--- config.mk ---
export PLATFORM = sky130hd
export DESIGN_NAME = gpdm_top
export DESIGN_NICKNAME = d
export VERILOG_FILES = /design/src/design/gpdm_pkg.sv /design/src/design/gpdm_top.sv
export SDC_FILE = /design/constraint.sdc
export NUM_CORES = 1
export LEC_CHECK = 0
export ABC_AREA = 0
export CAP_MARGIN = 20
export CORE_UTILIZATION = 38
export DETAILED_ROUTE_END_ITERATION = 10
export DONT_BUFFER_PORTS = 1
export PLACE_DENSITY = 0.62
export SETUP_SLACK_MARGIN = 0.2
export SLEW_MARGIN = 5
export SYNTH_ARGS = -nofsm -noshare
export SYNTH_HDL_FRONTEND = slang
export SYNTH_SLANG_ARGS = --single-unit
--- constraint.sdc ---
create_clock -name clk -period 9.84 [get_ports clk]
set_input_delay 1.968 -clock clk [delete_from_list [all_inputs] [get_ports clk]]
set_output_delay 1.968 -clock clk [all_outputs]
set_load 0.1 [all_outputs]
--- src/design/gpdm_pkg.sv ---
// shared constants for the port data and pin mode block
`default_nettype none
package gpdm_pkg;
  // register byte addresses (data registers, then added mode/latch/bit-op/status)
  localparam logic [7:0] ADDR_PORT0_DATA = 8'h80;
  localparam logic [7:0] ADDR_PORT1_DATA = 8'h90;
  localparam logic [7:0] ADDR_PORT2_DATA = 8'ha0;
  localparam logic [7:0] ADDR_PORT3_DATA = 8'hb0;
  localparam logic [7:0] ADDR_MODE_HI_BASE = 8'hc0;
  localparam logic [7:0] ADDR_MODE_LO_BASE = 8'hd0;
  localparam logic [7:0] ADDR_LATCH_BASE = 8'he0;
  localparam logic [7:0] ADDR_BIT_OP = 8'hf0;
  localparam logic [7:0] ADDR_STATUS = 8'hf4;
  // reset values
  localparam logic [7:0] DATA_RESET = 8'hff;
  localparam logic [31:0] MODE_HI_RESET = 32'hffff_ffff;
  localparam logic [31:0] MODE_LO_RESET = 32'h0000_0000;
  // pin mode encoding {mode_hi, mode_lo}
  localparam logic [1:0] MODE_QUASI = 2'h0;
  localparam logic [1:0] MODE_PUSH_PULL = 2'h1;
  localparam logic [1:0] MODE_INPUT = 2'h2;
  localparam logic [1:0] MODE_OPEN_DRAIN = 2'h3;
  // system clock source select input
  localparam logic [1:0] CLK_SRC_INTERNAL = 2'h0;
  localparam logic [1:0] CLK_SRC_EXTERNAL = 2'h1;
  localparam logic [1:0] CLK_SRC_CRYSTAL = 2'h2;
  // shared pin positions in the flat 32-pin vector
  localparam int PIN_CRYSTAL_IN = 8;
  localparam int PIN_CRYSTAL_OUT = 9;
  localparam int PIN_RESET = 10;
  // pins that never exist: port1 bits 7:3 and port2 bit 7
  localparam logic [31:0] PIN_ABSENT = 32'h0080_f800;
  // strong pull-up pulse after a 0 to 1 latch change, in cpu cycles
  localparam logic [1:0] STRONG_PULSE_CYCLES = 2'h2;
  // bit-op register fields
  localparam int BITOP_BIT_LSB = 0;
  localparam int BITOP_PORT_LSB = 3;
  localparam int BITOP_OP_LSB = 5;
  localparam int BITOP_VAL_POS = 7;
  localparam logic [1:0] BITOP_CLEAR = 2'h0;
  localparam logic [1:0] BITOP_SET = 2'h1;
  localparam logic [1:0] BITOP_COMPLEMENT = 2'h2;
  localparam logic [1:0] BITOP_MOVE = 2'h3;
  // axi responses
  localparam logic [1:0] RESP_OKAY = 2'h0;
  localparam logic [1:0] RESP_SLVERR = 2'h2;
endpackage : gpdm_pkg
`default_nettype wire

--- src/design/gpdm_top.sv ---
// four byte-wide gpio ports: latches, pin modes, pad enables and axi4-lite registers
//
// Register access over AXI4-Lite is this design's own decision.
`default_nettype none
module gpdm_top (
  input wire logic clk, // 200 mhz system clock
  input wire logic rst, // asynchronous reset, active high
  input wire logic [7:0] s_axi_awaddr, // write address
  input wire logic s_axi_awvalid, // write address valid
  output logic s_axi_awready, // write address ready
  input wire logic [31:0] s_axi_wdata, // write data
  input wire logic [3:0] s_axi_wstrb, // write byte strobes
  input wire logic s_axi_wvalid, // write data valid
  output logic s_axi_wready, // write data ready
  output logic [1:0] s_axi_bresp, // write response
  output logic s_axi_bvalid, // write response valid
  input wire logic s_axi_bready, // write response ready
  input wire logic [7:0] s_axi_araddr, // read address
  input wire logic s_axi_arvalid, // read address valid
  output logic s_axi_arready, // read address ready
  output logic [31:0] s_axi_rdata, // read data
  output logic [1:0] s_axi_rresp, // read response
  output logic s_axi_rvalid, // read data valid
  input wire logic s_axi_rready, // read data ready
  input wire logic reset_pin_disable, // config bit, 0 makes port1 bit2 a gpio input
  input wire logic [1:0] clk_source, // system clock source select
  input wire logic [31:0] pin_in, // pad input levels, port n in bits 8n+7:8n
  output logic [31:0] pull_down_en, // pad pull-down driver enable
  output logic [31:0] strong_pull_up_en, // pad strong pull-up enable
  output logic [31:0] weak_pull_up_en // pad weak pull-up enable
);

  // ==========================================================================
  // pin availability
  // ==========================================================================
  logic [31:0] latch_ff; // output latches, all ports
  logic [31:0] mode_hi_ff; // pin_mode_select_hi for all ports
  logic [31:0] mode_lo_ff; // pin_mode_select_lo for all ports
  logic [31:0] drive_ok; // pins whose latch and pad drivers are in use
  logic [31:0] read_ok; // pins whose level is visible on read
  logic [31:0] nxt_latch;

  // shared pins drop out of the gpio set depending on clock and reset straps
  always_comb begin
    drive_ok = ~gpdm_pkg::PIN_ABSENT;
    drive_ok[gpdm_pkg::PIN_RESET] = 1'b0;
    drive_ok[gpdm_pkg::PIN_CRYSTAL_OUT] = (clk_source != gpdm_pkg::CLK_SRC_CRYSTAL);
    drive_ok[gpdm_pkg::PIN_CRYSTAL_IN] = (clk_source == gpdm_pkg::CLK_SRC_INTERNAL);
    read_ok = drive_ok;
    // input-only gpio only when reset function disabled
    read_ok[gpdm_pkg::PIN_RESET] = ~reset_pin_disable;
  end

  // ==========================================================================
  // axi4-lite slave
  // ==========================================================================
  logic aw_take; // both write channels taken at this edge
  logic ar_take; // read address taken at this edge
  logic [1:0] port_sel_w; // port addressed by write
  logic [7:0] wbyte; // low data byte
  logic wr_hit; // write address decodes
  logic [31:0] rd_val; // read mux value
  logic rd_hit; // read address decodes

  assign aw_take = s_axi_awvalid & s_axi_awready & s_axi_wvalid & s_axi_wready;
  assign ar_take = s_axi_arvalid & s_axi_arready;
  assign port_sel_w = s_axi_awaddr[3:2];
  assign wbyte = s_axi_wdata[7:0];

  // write handshake: ready for one cycle once both channels wait, response after
  always_ff @(posedge clk or posedge rst) begin
    if (rst) begin
      s_axi_awready <= 1'b0;
      s_axi_wready <= 1'b0;
    end else begin
      s_axi_awready <= s_axi_awvalid & s_axi_wvalid & ~s_axi_awready & ~s_axi_bvalid;
      s_axi_wready <= s_axi_awvalid & s_axi_wvalid & ~s_axi_awready & ~s_axi_bvalid;
    end
  end

  // write response held until accepted
  always_ff @(posedge clk or posedge rst) begin
    if (rst) begin
      s_axi_bvalid <= 1'b0;
      s_axi_bresp <= gpdm_pkg::RESP_OKAY;
    end else if (aw_take) begin
      s_axi_bvalid <= 1'b1;
      s_axi_bresp <= wr_hit ? gpdm_pkg::RESP_OKAY : gpdm_pkg::RESP_SLVERR;
    end else if (s_axi_bready) begin
      s_axi_bvalid <= 1'b0;
    end
  end

  // write decode: only the low byte lane carries register data
  always_comb begin
    wr_hit = 1'b1;
    case (s_axi_awaddr)
      gpdm_pkg::ADDR_PORT0_DATA, gpdm_pkg::ADDR_PORT1_DATA,
      gpdm_pkg::ADDR_PORT2_DATA, gpdm_pkg::ADDR_PORT3_DATA,
      gpdm_pkg::ADDR_BIT_OP: wr_hit = 1'b1;
      default: begin
        wr_hit = (s_axi_awaddr[7:4] == gpdm_pkg::ADDR_MODE_HI_BASE[7:4])
               | (s_axi_awaddr[7:4] == gpdm_pkg::ADDR_MODE_LO_BASE[7:4]);
        wr_hit = wr_hit & (s_axi_awaddr[1:0] == 2'h0);
      end
    endcase
  end

  // next latch value: byte loads and single-bit operations
  always_comb begin
    logic [4:0] idx;
    logic [1:0] op;
    logic [7:0] old_byte;
    logic [7:0] new_byte;
    idx = {s_axi_wdata[gpdm_pkg::BITOP_PORT_LSB +: 2], s_axi_wdata[gpdm_pkg::BITOP_BIT_LSB +: 3]};
    op = s_axi_wdata[gpdm_pkg::BITOP_OP_LSB +: 2];
    old_byte = latch_ff[{idx[4:3], 3'h0} +: 8];
    new_byte = old_byte;
    nxt_latch = latch_ff;
    if (aw_take && s_axi_wstrb[0]) begin
      if (s_axi_awaddr[7:4] >= gpdm_pkg::ADDR_PORT0_DATA[7:4]
          && s_axi_awaddr[7:4] <= gpdm_pkg::ADDR_PORT3_DATA[7:4]
          && s_axi_awaddr[3:0] == 4'h0) begin
        nxt_latch[{s_axi_awaddr[5:4], 3'h0} +: 8] = wbyte;
      end else if (s_axi_awaddr == gpdm_pkg::ADDR_BIT_OP) begin
        // whole latch byte read back, one bit changed
        case (op)
          gpdm_pkg::BITOP_CLEAR: new_byte[idx[2:0]] = 1'b0;
          gpdm_pkg::BITOP_SET: new_byte[idx[2:0]] = 1'b1;
          gpdm_pkg::BITOP_COMPLEMENT: new_byte[idx[2:0]] = ~old_byte[idx[2:0]];
          default: new_byte[idx[2:0]] = s_axi_wdata[gpdm_pkg::BITOP_VAL_POS];
        endcase
        nxt_latch[{idx[4:3], 3'h0} +: 8] = new_byte;
      end
    end
    nxt_latch = (nxt_latch & drive_ok) | (latch_ff & ~drive_ok);
  end

  // output latches
  always_ff @(posedge clk or posedge rst) begin
    if (rst) begin
      latch_ff <= {4{gpdm_pkg::DATA_RESET}};
    end else begin
      latch_ff <= nxt_latch;
    end
  end

  // mode registers, one word per port in each bank
  always_ff @(posedge clk or posedge rst) begin
    if (rst) begin
      mode_hi_ff <= gpdm_pkg::MODE_HI_RESET;
      mode_lo_ff <= gpdm_pkg::MODE_LO_RESET;
    end else if (aw_take && s_axi_wstrb[0] && s_axi_awaddr[1:0] == 2'h0) begin
      if (s_axi_awaddr[7:4] == gpdm_pkg::ADDR_MODE_HI_BASE[7:4]) begin
        mode_hi_ff[{port_sel_w, 3'h0} +: 8] <= wbyte;
      end
      if (s_axi_awaddr[7:4] == gpdm_pkg::ADDR_MODE_LO_BASE[7:4]) begin
        mode_lo_ff[{port_sel_w, 3'h0} +: 8] <= wbyte;
      end
    end
  end

  // read mux: data registers give pins, latch registers give latches
  always_comb begin
    rd_val = 32'h0000_0000;
    rd_hit = (s_axi_araddr[1:0] == 2'h0);
    if (s_axi_araddr[7:4] >= gpdm_pkg::ADDR_PORT0_DATA[7:4]
        && s_axi_araddr[7:4] <= gpdm_pkg::ADDR_PORT3_DATA[7:4]
        && s_axi_araddr[3:0] == 4'h0) begin
      rd_val[7:0] = pin_in[{s_axi_araddr[5:4], 3'h0} +: 8]
                  & read_ok[{s_axi_araddr[5:4], 3'h0} +: 8];
    end else if (s_axi_araddr[7:4] == gpdm_pkg::ADDR_MODE_HI_BASE[7:4]) begin
      rd_val[7:0] = mode_hi_ff[{s_axi_araddr[3:2], 3'h0} +: 8];
    end else if (s_axi_araddr[7:4] == gpdm_pkg::ADDR_MODE_LO_BASE[7:4]) begin
      rd_val[7:0] = mode_lo_ff[{s_axi_araddr[3:2], 3'h0} +: 8];
    end else if (s_axi_araddr[7:4] == gpdm_pkg::ADDR_LATCH_BASE[7:4]) begin
      rd_val[7:0] = latch_ff[{s_axi_araddr[3:2], 3'h0} +: 8]
                  & drive_ok[{s_axi_araddr[3:2], 3'h0} +: 8];
    end else if (s_axi_araddr == gpdm_pkg::ADDR_STATUS) begin
      rd_val[2:0] = {clk_source, reset_pin_disable};
    end else begin
      rd_hit = 1'b0;
    end
  end

  // read channel: one request at a time, data held until accepted
  always_ff @(posedge clk or posedge rst) begin
    if (rst) begin
      s_axi_arready <= 1'b0;
      s_axi_rvalid <= 1'b0;
      s_axi_rdata <= 32'h0000_0000;
      s_axi_rresp <= gpdm_pkg::RESP_OKAY;
    end else begin
      s_axi_arready <= s_axi_arvalid & ~s_axi_arready & ~s_axi_rvalid;
      if (ar_take) begin
        s_axi_rvalid <= 1'b1;
        s_axi_rdata <= rd_hit ? rd_val : 32'h0000_0000;
        s_axi_rresp <= rd_hit ? gpdm_pkg::RESP_OKAY : gpdm_pkg::RESP_SLVERR;
      end else if (s_axi_rready) begin
        s_axi_rvalid <= 1'b0;
      end
    end
  end

  // ==========================================================================
  // pad drivers, one slice per pin
  // ==========================================================================
  logic [31:0] latch_prev_ff; // latch one cycle ago, for rise detect

  always_ff @(posedge clk or posedge rst) begin
    if (rst) begin
      latch_prev_ff <= {4{gpdm_pkg::DATA_RESET}};
    end else begin
      latch_prev_ff <= latch_ff;
    end
  end

  for (genvar i = 0; i < 32; i++) begin : g_pin
    logic [1:0] mode;
    logic [1:0] pulse_ff; // strong pull-up cycles left
    logic nxt_pd;
    logic nxt_strong;
    logic nxt_weak;

    // mode encoding, hi is upper bit
    assign mode = {mode_hi_ff[i], mode_lo_ff[i]};

    // two-cycle strong pull-up on 0 to 1 in quasi mode
    always_ff @(posedge clk or posedge rst) begin
      if (rst) begin
        pulse_ff <= 2'h0;
      end else if (mode == gpdm_pkg::MODE_QUASI && latch_ff[i] && !latch_prev_ff[i]) begin
        pulse_ff <= gpdm_pkg::STRONG_PULSE_CYCLES - 2'h1;
      end else if (pulse_ff != 2'h0) begin
        pulse_ff <= pulse_ff - 2'h1;
      end
    end

    // enables from mode and latch; the rise term covers the rise cycle itself, pulse_ff the cycle after
    always_comb begin
      nxt_pd = 1'b0;
      nxt_strong = 1'b0;
      nxt_weak = 1'b0;
      case (mode)
        gpdm_pkg::MODE_QUASI: begin
          nxt_pd = ~latch_ff[i];
          nxt_strong = (latch_ff[i] & ~latch_prev_ff[i]) | (pulse_ff != 2'h0);
          nxt_weak = latch_ff[i];
        end
        gpdm_pkg::MODE_PUSH_PULL: begin
          nxt_pd = ~latch_ff[i];
          nxt_strong = latch_ff[i];
        end
        gpdm_pkg::MODE_OPEN_DRAIN: nxt_pd = ~latch_ff[i];
        default: nxt_pd = 1'b0;
      endcase
      if (!drive_ok[i]) begin
        nxt_pd = 1'b0;
        nxt_strong = 1'b0;
        nxt_weak = 1'b0;
      end
      if (i == gpdm_pkg::PIN_RESET) begin
        // pull-up from mode low bit 2, forced on as reset pin
        nxt_weak = reset_pin_disable | mode_lo_ff[i];
      end
    end

    always_ff @(posedge clk or posedge rst) begin
      if (rst) begin
        pull_down_en[i] <= 1'b0;
        strong_pull_up_en[i] <= 1'b0;
        weak_pull_up_en[i] <= 1'b0;
      end else begin
        pull_down_en[i] <= nxt_pd;
        strong_pull_up_en[i] <= nxt_strong;
        weak_pull_up_en[i] <= nxt_weak;
      end
    end
  end

endmodule : gpdm_top
`default_nettype wire

==> flow_metrics.tcl, run 1 <==
set metrics [dict create \
    status "finished, violations left" \
    violations "design-rule violations" \
    seq_area_frac_synth_pct 51.6 \
    syn_inst 1259 \
    num_rows 66 \
    yosysUniqueCellTypes 63 \
    worstPathRequired_ns 10.29 \
    vias_per_cell 5.23 \
    crit_arrival_ns 4.12 \
    p_sw_w 0.00125 \
    hold_viol 0 \
    combPwrFrac_pct 20.2 \
    setup-violations-final 0 \
    dieHeight_um 183 \
    grt_max_degree 133 \
    post_cts_buffers 0 \
    cp_max_fo 8 \
    dpl.hpwl_mm 23.0 \
    wl_met1_mm 14.0 \
    start_kind "input pin" \
    rsz0062_at_grt "no" \
    portBuffers 0 \
    met3_length_mm 2.86 \
    fmax_ghz 0.272 \
    synth_area_per_cell_um2 9.94 \
    cts_buffer_depth 3 \
    top_layer "met4" \
    drt_iter0_drc 668 \
    first_pass_iters 8 \
    hp-class "register to register" \
    synth_warnings 0 \
    setup_ws_ns 6.17 \
    hold_buffers 0 \
    grt_util_all_layers_pct 19.3 \
    dp.cells 1665 \
    max-vdd-ir-drop_uv 145 \
    grt-ovfl-total 0 \
    synth.largest_area_cell "dfrtp_1" \
    yosysMostFrequentCell "dfrtp_1" \
    drt-wirelength-per-cell_um 18.7 \
    ant_nets 0 \
    layout-drive-gt1-share_pct 13.6 \
    diodes 0 \
    tightest_slew_ns 1.16 \
    cts_made_buffers 28 \
    synthFlopType "dfrtp_1" \
    dieArea_um2 33700 \
    synth.ff_latch_count 254 \
    synth_top_area_share_pct 34.4 \
    critPathCaptureType "register" \
    vias 8989 \
    first_global_vias 8708 \
    p_int_w 0.00210 \
    gp_congestion 0.840 \
    antenna_found_initial 0 \
    grt_pass1_wl_mm 49.8 \
    period_needed_ns 3.67 \
    area.growth.synth_to_final_pct 9.44 \
    drv_cap 0 \
    clkTransAtPathRegs_ns 0.06 \
    synthTopCellsByCount "dfrtp_1, nor2_1, nand2_1, inv_1, o21ai_0" \
    pwr-share-seq_pct 48.4 \
    whs_ns 0.404 \
    final_nets 1393 \
    clkPwrFrac_pct 31.4 \
    setup_tns_ns 0 \
    p_sw_share_pct 37.4 \
    synth_area_leaders "dfrtp_1, dfstp_2, mux4_2" \
    cts.sinks 254 \
    drc_errors 1 \
    critical_path_class "input pin to register" \
    h-tree-depth 1 \
    instances_no_fill 1718 \
    wl_met2_mm 14.4 \
    synth-edff-count 0 \
    fp.dieW_um 183 \
    synth_async_sr_flop_share_pct 100 \
    core-area_um2 32500 \
    cts_root_buf "clkbuf_16" \
    finClkSkew_ns 0.0252 \
    p_leak_nw 5.87 \
    finalMaxSlewViolations 0 \
    relSlewSlack_pct 22.2 \
    period_share_pct 37.3 \
    wl_mm 32.1 \
    dp_worst_setup_slack_ns 5.10 \
    power.density_nw_per_um2 245 \
    utilization_pct 42.2 \
    cts_tree "built" \
    io_pins 231 \
    initial_core_util_pct 38.6 \
    insertion_delay_ns 0.55 \
    cts_resized 0 \
    synth_area_um2 12500 \
]
## registers in the layout (all words and copies together) (netlist names), 8 cells and up, named ones only
register,flops
g_pin.pulse_ff,50
latch_ff,23
latch_prev_ff,25
mode_hi_ff,32
mode_lo_ff,32
pull_down_en,25
s_axi_rdata,8
strong_pull_up_en,25
weak_pull_up_en,26
## power groups by stage
stage                     Sequential [W]  Combinational [W]  Clock, W
after detailed placement         0.00164           0.000688         0
after floorplan                  0.00162           0.000604         0
after global routing             0.00165           0.000795   0.00112
after CTS                        0.00163           0.000689   0.00108
after global placement           0.00164           0.000650         0
final                            0.00162           0.000677   0.00105
## path summary, 6_finish.rpt
| kind | slack [ns] | depth (start not counted) | startpoint | to |
|---|---|---|---|---|
| worst min-delay path | 0.40 | 0 | latch_ff[18] | latch_prev_ff[18] |
| min in group asynchronous | 1.44 | 1 | rst | g_pin[0].pulse_ff[0] |
| worst max register to register | 6.54 | 5 | s_axi_wready | mode_lo_ff[22] |
| worst max-delay path | 6.17 | 8 | s_axi_awaddr[2] | latch_ff[27] |
| max in group asynchronous | 6.91 | 2 | rst | strong_pull_up_en[22] |
| worst min register to register | 0.40 | 0 | latch_ff[18] | latch_prev_ff[18] |
## cells by family after synthesis
kind of cell               after synthesis  synth area share [%]
adders and majority gates               45                  4.50
DFF                                    254                  51.6
and+or+nand+nor                        409                  14.7
buffers and inverters                  201                  7.67
muxes                                   40                  5.90
other                                    1                0.0300
xor gates and xnor gates                25                  1.75
AOI/OAI and AO/OA                      284                  13.9
## final cells by class
class,count,area [um2]
fill,3087,18800
sequential,254,6460
multi-input combinational,849,5270
clock buffer,48,887
tap,442,553
inverter,116,443
clock inverter,4,52.6
timing repair buffer,5,35.0
## stage by stage
stage	instance area, um2	power, W
after floorplan	12700	0.00222
after global placement	12800	0.00229
after detailed placement	12800	0.00233
after CTS	13700	0.00339
after global routing	13700	0.00356
final	13700	0.00335
## cell usage in the layout, fill, tap and decap left out, types with 3 or more instances in the layout
cell type / synthesis / routed
nand2b_1: 11 / 11
nor4b_1: 3 / 3
buf_4: 49 / 4
o221ai_1: 3 / 3
nor2_1: 155 / 155
nand3_1: 20 / 20
mux4_2: 27 / 27
o22ai_1: 3 / 3
clkbuf_16: 0 / 29
clkbuf_1: 19 / 10
dfrtp_1: 172 / 171
nor3b_1: 12 / 12
a2bb2oi_1: 6 / 6
nand2_1: 147 / 147
inv_1: 116 / 115
o21ai_0: 109 / 109
nor2b_1: 15 / 15
a22oi_1: 22 / 22
dfstp_2: 82 / 82
nor4_1: 5 / 5
xor2_1: 22 / 22
mux2i_1: 13 / 13
nand4_1: 3 / 3
ha_1: 45 / 45
a22o_1: 20 / 20
conb_1: 1 / 46
a21o_1: 5 / 5
a21oi_1: 83 / 83
o311ai_0: 4 / 4
or2_2: 6 / 6
o211ai_1: 9 / 9
and3_1: 3 / 3
clkbuf_8: 0 / 9
nor3_1: 15 / 15
xnor2_1: 3 / 3
## per-layer routing
metal | vias up | GRT usage [%]
li1 | 4187 | -
met1 | 4398 | 26.1
met2 | 352 | 30.2
met3 | 52 | 5.19
met4 | 0 | 5.67
met5 | - | 0
## worst max-delay path: stages
cell	delay [ns]
inv_1	0.10
ha_1	0.40
nor4bb_1	0.41
clkbuf_2	0.24
nand4b_1	0.17
nor3_1	0.59
a22oi_1	0.12
o21ai_0	0.12
No activity file was read; power rests on OpenSTA's default activity.
==> run 2, diff against run 1 <==
Settings changed: ABC_AREA 0 to 1.
Clock period 9.84 ns to 3.7 ns, I/O delays scaled along.
==> run 2 against run 1 <==
Sequential share of layout area is 3.3 points lower; critical endpoint is now s_axi_rdata[6]; the run now ends clean; via count increased by 19%; core utilization up 0.38 points; synthesized cell count increased by 29%.
==> flow_metrics.tcl, run 2 <==
set metrics [dict create \
    status "finished clean" \
    cts_resized 0 \
    synthFlopType "dfrtp_1" \
    finalMaxSlewViolations 0 \
    tightest_slew_ns 0.939 \
    grt_util_all_layers_pct 20.7 \
    setup-violations-final 0 \
    utilization_pct 42.6 \
    max-vdd-ir-drop_uv 394 \
    reg2reg_slack_ns 1.57 \
    clkTransAtPathRegs_ns 0.06 \
    synth_async_sr_flop_share_pct 100 \
    cts_buffer_depth 3 \
    post_cts_buffers 0 \
    dpl.hpwl_mm 27.4 \
    finish.instance_area_um2 14700 \
    fmax_ghz 0.442 \
    worstPathRequired_ns 4.19 \
    start_kind "input pin" \
    synth_area_leaders "dfrtp_1, dfstp_2, nand2_1" \
    r2r_cells 6 \
    area.growth.synth_to_final_pct 10.2 \
    yosysUniqueCellTypes 41 \
    layout-drive-gt1-share_pct 11.5 \
    portBuffers 0 \
    io_pins 231 \
    yosysMostFrequentCell "nand2_1" \
    hold_viol 0 \
    placedInstanceArea_um2 13700 \
    final_common_cell "nand2_1" \
    layout_common_cells "nand2_1, inv_1, dfrtp_1" \
    relSlewSlack_pct 37.4 \
    grt_pass1_wl_mm 57.7 \
    slowest_delay_ns 0.38 \
    regMostFlops "g_pin.pulse_ff" \
    num_rows 68 \
    dp_worst_setup_slack_ns 0.898 \
    diodes 0 \
    cts_tree "built" \
    path_cells "inv_1 > ha_1 > inv_1 > nor2_1 > inv_1 > nor3_1 > o21ai_0 > nand2_1 > nand2_1 > nand3_1 > nand2_1 > nand2_1" \
    final_nets 1770 \
    cts.sinks 254 \
    grt_max_degree 63 \
    grt-ovfl-total 0 \
    synth.ff_latch_count 254 \
    synth.largest_area_cell "dfrtp_1" \
    drc_errors 0 \
    drt-wirelength-per-cell_um 17.5 \
    vias_per_cell 5.09 \
    cts_root_buf "clkbuf_16" \
    first_pass_iters 5 \
    initial_core_util_pct 38.6 \
    gp_congestion 0.948 \
    period_needed_ns 2.26 \
    p_leak_nw 6.84 \
    synth_warnings 0 \
    insertion_delay_ns 0.56 \
    antenna_found_initial 0 \
    drv_cap 0 \
    dieHeight_um 189 \
    drt_iter0_drc 884 \
    worstReg2RegStart "s_axi_arready" \
    first_global_vias 10400 \
    wl_mm 36.9 \
    crit_arrival_ns 2.75 \
    top_regs "g_pin.pulse_ff x50, mode_hi_ff x32, mode_lo_ff x32" \
    vias 10700 \
    power.density_nw_per_um2 586 \
    ant_nets 0 \
    r2r-end "s_axi_rdata[7]" \
    fp.dieW_um 189 \
    cp_max_fo 20 \
    rsz0062_at_grt "no" \
    seq_area_frac_synth_pct 48.4 \
    h-tree-depth 1 \
    synth_area_um2 13400 \
    period_share_pct 61.1 \
    setup_ws_ns 1.44 \
    synth-edff-count 0 \
    synthTopCellsByCount "nand2_1, inv_1, dfrtp_1, o21ai_0, a21oi_1" \
    finClkSkew_ns 0.0108 \
    synth_top_area_share_pct 32.2 \
    dieArea_um2 35900 \
    hp-class "input pin to async pin" \
    largest_reg_flops 50 \
    core-area_um2 34500 \
    cp_slowest_cell "nor3_1" \
    synth_area_per_cell_um2 8.19 \
    critical_path_class "input pin to register" \
    crit_top_cell "nand2_1" \
    syn_inst 1630 \
    critPathCaptureType "register" \
    cts_made_buffers 28 \
    hold_buffers 0 \
]
-- run 2: cell types whose count changed after synthesis, sizes merged, moves of 16 or more --
cell	delta
o21ai	+50
a21oi	+50
nor3	+54
nor2	-16
mux4	-27
nand3	+96
a22o	-20
nand2	+180
inv	+109
a22oi	-21
-- run 2: layout make-up --
| cell class | instances | area, um2 |
|---|---|---|
| fillers | 3433 | 19800 |
| well taps | 455 | 569 |
| flip-flops and latches | 254 | 6460 |
| multi-input cells | 1108 | 5670 |
| repair buffers | 13 | 135 |
| clock inverters | 15 | 235 |
| inverters | 226 | 853 |
| clock buffers | 37 | 785 |
-- run 2: cell families (layout without fill, tap and decap cells) --
family | Yosys count | after routing | share of synthesized area [%]
AOI/OAI and AO/OA | 306 | 306 | 11.8
xor gates and xnor gates | 25 | 25 | 1.64
adders and majority gates | 45 | 45 | 4.22
buffers and inverters | 313 | 291 | 10.4
DFF | 254 | 254 | 48.4
muxes | 13 | 13 | 1.10
other | 1 | 46 | 0.0281
and+or+nand+nor | 673 | 673 | 22.4
-- run 2: metal layers --
layer	vias to the layer above	track usage, %	part of all wire, %
li1	5202	-	-
met5	-	0	0
met2	391	32.5	44
met4	0	8.06	4.0
met3	74	5.08	8.4
met1	5066	27.3	43
-- run 2: worst max-delay path by stage --
stage | startpoint | endpoint | depth (start not counted)
floorplan | rst | g_pin[0].pulse_ff[0] | 1
global placement | s_axi_araddr[4] | s_axi_rdata[6] | 12
detailed placement | s_axi_araddr[4] | s_axi_rdata[4] | 10
CTS | s_axi_rvalid | s_axi_rvalid | 0
global route | s_axi_araddr[4] | s_axi_rdata[5] | 10
finish | s_axi_araddr[4] | s_axi_rdata[6] | 12
-- run 2: worst max-delay path: cells and delay by family --
kind	cells	cell delay, ns
compound gates	1	0.16
buf+inv	3	0.57
simple gates	7	1.04
fa+ha+maj	1	0.22
-- run 2: where the power goes --
part | switching (W) | internal (W) | total, W
clock network | 0.00119 | 0.00185 | 0.00304
registers | 0.000633 | 0.00315 | 0.00378
logic | 0.00116 | 0.000638 | 0.00180
-- run 2: metrics by stage --
step / TNS (ns) / cells / total power (W) / hold slack (ns)
after global placement: 0 / 2056 / 0.00551 / 0.388
final: 0 / 2108 / 0.00862 / 0.244
after CTS: 0 / 2108 / 0.00872 / 0.258
after global routing: 0 / 2108 / 0.00916 / 0.288
after floorplan: -54.47 / 1675 / 0.00532 / 0.372
after detailed placement: 0 / 2056 / 0.00562 / 0.390
==> run 3, diff against run 2 <==
Clock period 3.7 ns to 2.15 ns, I/O delays scaled along.
==> run 3 against run 2 <==
Clock power increased by 63%; first-iteration DRC count up 19%; combinational power up 120%; non-clock buffer count grew 118; largest power group unchanged; register-to-register slack worse by 1.3 ns; global-route usage grew 0.14 points; flip-flop and latch count is the same; worst setup slack worse by 1.1 ns; largest cell class unchanged; via count up 4.3%; sequential power rose by 53%; clock skew up 0.0070 ns.
==> flow_metrics.tcl, run 3 (synthesized netlist as in run 2, its figures left out) <==
set metrics [dict create \
    start_kind "register" \
    drv_cap 0 \
    ant_nets 0 \
    core-area_um2 34500 \
    setup-violations-final 0 \
    num_rows 68 \
    clkTransAtPathRegs_ns 0.06 \
    final_common_cell "nand2_1" \
    max-vdd-ir-drop_uv 698 \
    fp.dieW_um 189 \
    regMostFlops "g_pin.pulse_ff" \
    crit_buf_inv 1 \
    dieHeight_um 189 \
    cp_max_fo 8 \
    r2r_cells 7 \
    drt_iter0_drc 1053 \
    reg2reg_slack_ns 0.32 \
    num-fill-cells 3410 \
    drt-wirelength-per-cell_um 16.8 \
    initial_core_util_pct 38.6 \
    dp.cells 2166 \
    cts_made_buffers 30 \
    top_regs "g_pin.pulse_ff x50, mode_hi_ff x32, mode_lo_ff x32" \
    grt_util_all_layers_pct 20.8 \
    power_w 0.0147 \
    utilization_pct 45.1 \
    setup_ws_ns 0.320 \
    drc_errors 0 \
    slowest_delay_ns 0.38 \
    hold_viol 0 \
    multi_input_area_um2 5680 \
    gp_congestion 0.938 \
    min_from "s_axi_wdata[5]" \
    largest_reg_flops 50 \
    diodes 0 \
    crit_arrival_ns 2.33 \
    area.growth.synth_to_final_pct 16.7 \
    h-tree-depth 1 \
    dieArea_um2 35900 \
    cp_top_family "simple AND/OR/NAND/NOR gates" \
    insertion_delay_ns 0.57 \
    fmax_ghz 0.546 \
    portBuffers 0 \
    vias_per_cell 5.02 \
    finalMaxSlewViolations 0 \
    grt_max_degree 118 \
    io_pins 231 \
    first_global_vias 10700 \
    status "finished clean" \
    final_nets 1890 \
    cts.sinks 254 \
    first_pass_iters 5 \
    grt-ovfl-total 0 \
    vias 11200 \
    layout-drive-gt1-share_pct 17.0 \
    cts_root_buf "clkbuf_16" \
    grt_pass1_wl_mm 58.5 \
    critical_path_class "register to register" \
    whs_ns 0.0121 \
    cp-startpoint "s_axi_wready" \
    cts_buffer_depth 3 \
    worstReg2RegStart "s_axi_wready" \
    relSlewSlack_pct 57.9 \
    cts_resized 0 \
    finClkSkew_ns 0.0178 \
    critPathCapture "mode_hi_ff[31]" \
    period_share_pct 85.1 \
    r2r-end "mode_hi_ff[31]" \
    antenna_found_initial 0 \
    period_needed_ns 1.83 \
    hp-class "input pin to register" \
    dp_worst_setup_slack_ns 0.0365 \
    path_cells "nand3_1 > inv_1 > nand2_2 > nor2_4 > nand2_2 > nor2_4 > mux2_2" \
    power.density_nw_per_um2 946 \
    critPathCaptureType "register" \
    cp.depth 7 \
    tightest_slew_ns 0.632 \
    rsz0062_at_grt "no" \
    dpl.hpwl_mm 27.9 \
    instances_no_fill 2230 \
    wl_mm 37.4 \
    cp_slowest_cell "mux2_2" \
    cts_tree "built" \
    worstPathRequired_ns 2.65 \
    layout_common_cells "nand2_1, inv_1, dfrtp_1" \
    seq_area_um2 6460 \
    p_leak_nw 7.40 \
]
run 3: per-layer routing:
metal | global-route usage [%] | wire (um) | up-vias
met5 | 0 | 0 | -
met4 | 7.97 | 1350 | 0
met3 | 3.24 | 2880 | 80
met2 | 33.0 | 17000 | 404
met1 | 28.5 | 16100 | 5279
li1 | - | - | 5431
run 3: where the power goes:
group          internal (W)  leakage [nW]  switching, W  total (W)
Clock               0.00291         0.461       0.00204    0.00495
Sequential          0.00544          2.87      0.000331    0.00577
Combinational       0.00124          4.07       0.00277    0.00401
run 3: how the worst min path moves through the flow:
stage                  endpoint  slack (ns)  cells past startpoint
2_1_floorplan  latch_prev_ff[7]        0.37                      0
3_3_place_gp   pull_down_en[17]        0.25                      1
3_5_place_dp   pull_down_en[17]        0.26                      1
4_1_cts           mode_hi_ff[7]      0.0006                      2
5_1_grt           mode_hi_ff[7]       0.008                      2
6_report          mode_hi_ff[5]        0.01                      2
run 3: layout make-up:
class / instances / share of cell area (%)
sequential: 254 / 41.5
timing repair buffer: 131 / 6.68
multi-input combinational: 1108 / 36.4
clock inverter: 12 / 0.763
tap: 455 / 3.65
inverter: 226 / 5.48
clock buffer: 44 / 5.54
run 3: repair_timing:
action / in CTS / in global routing
buffers inserted: 0 / 0
hold endpoints to repair: 48 / 0
hold buffers: 8 / 0
run 3: stage by stage:
stage,area [um2],setup TNS (ns)
floorplan,13500,-330.30
global placement,14500,0
detailed placement,14500,0
CTS,15600,0
global route,15600,0
finish,15600,0
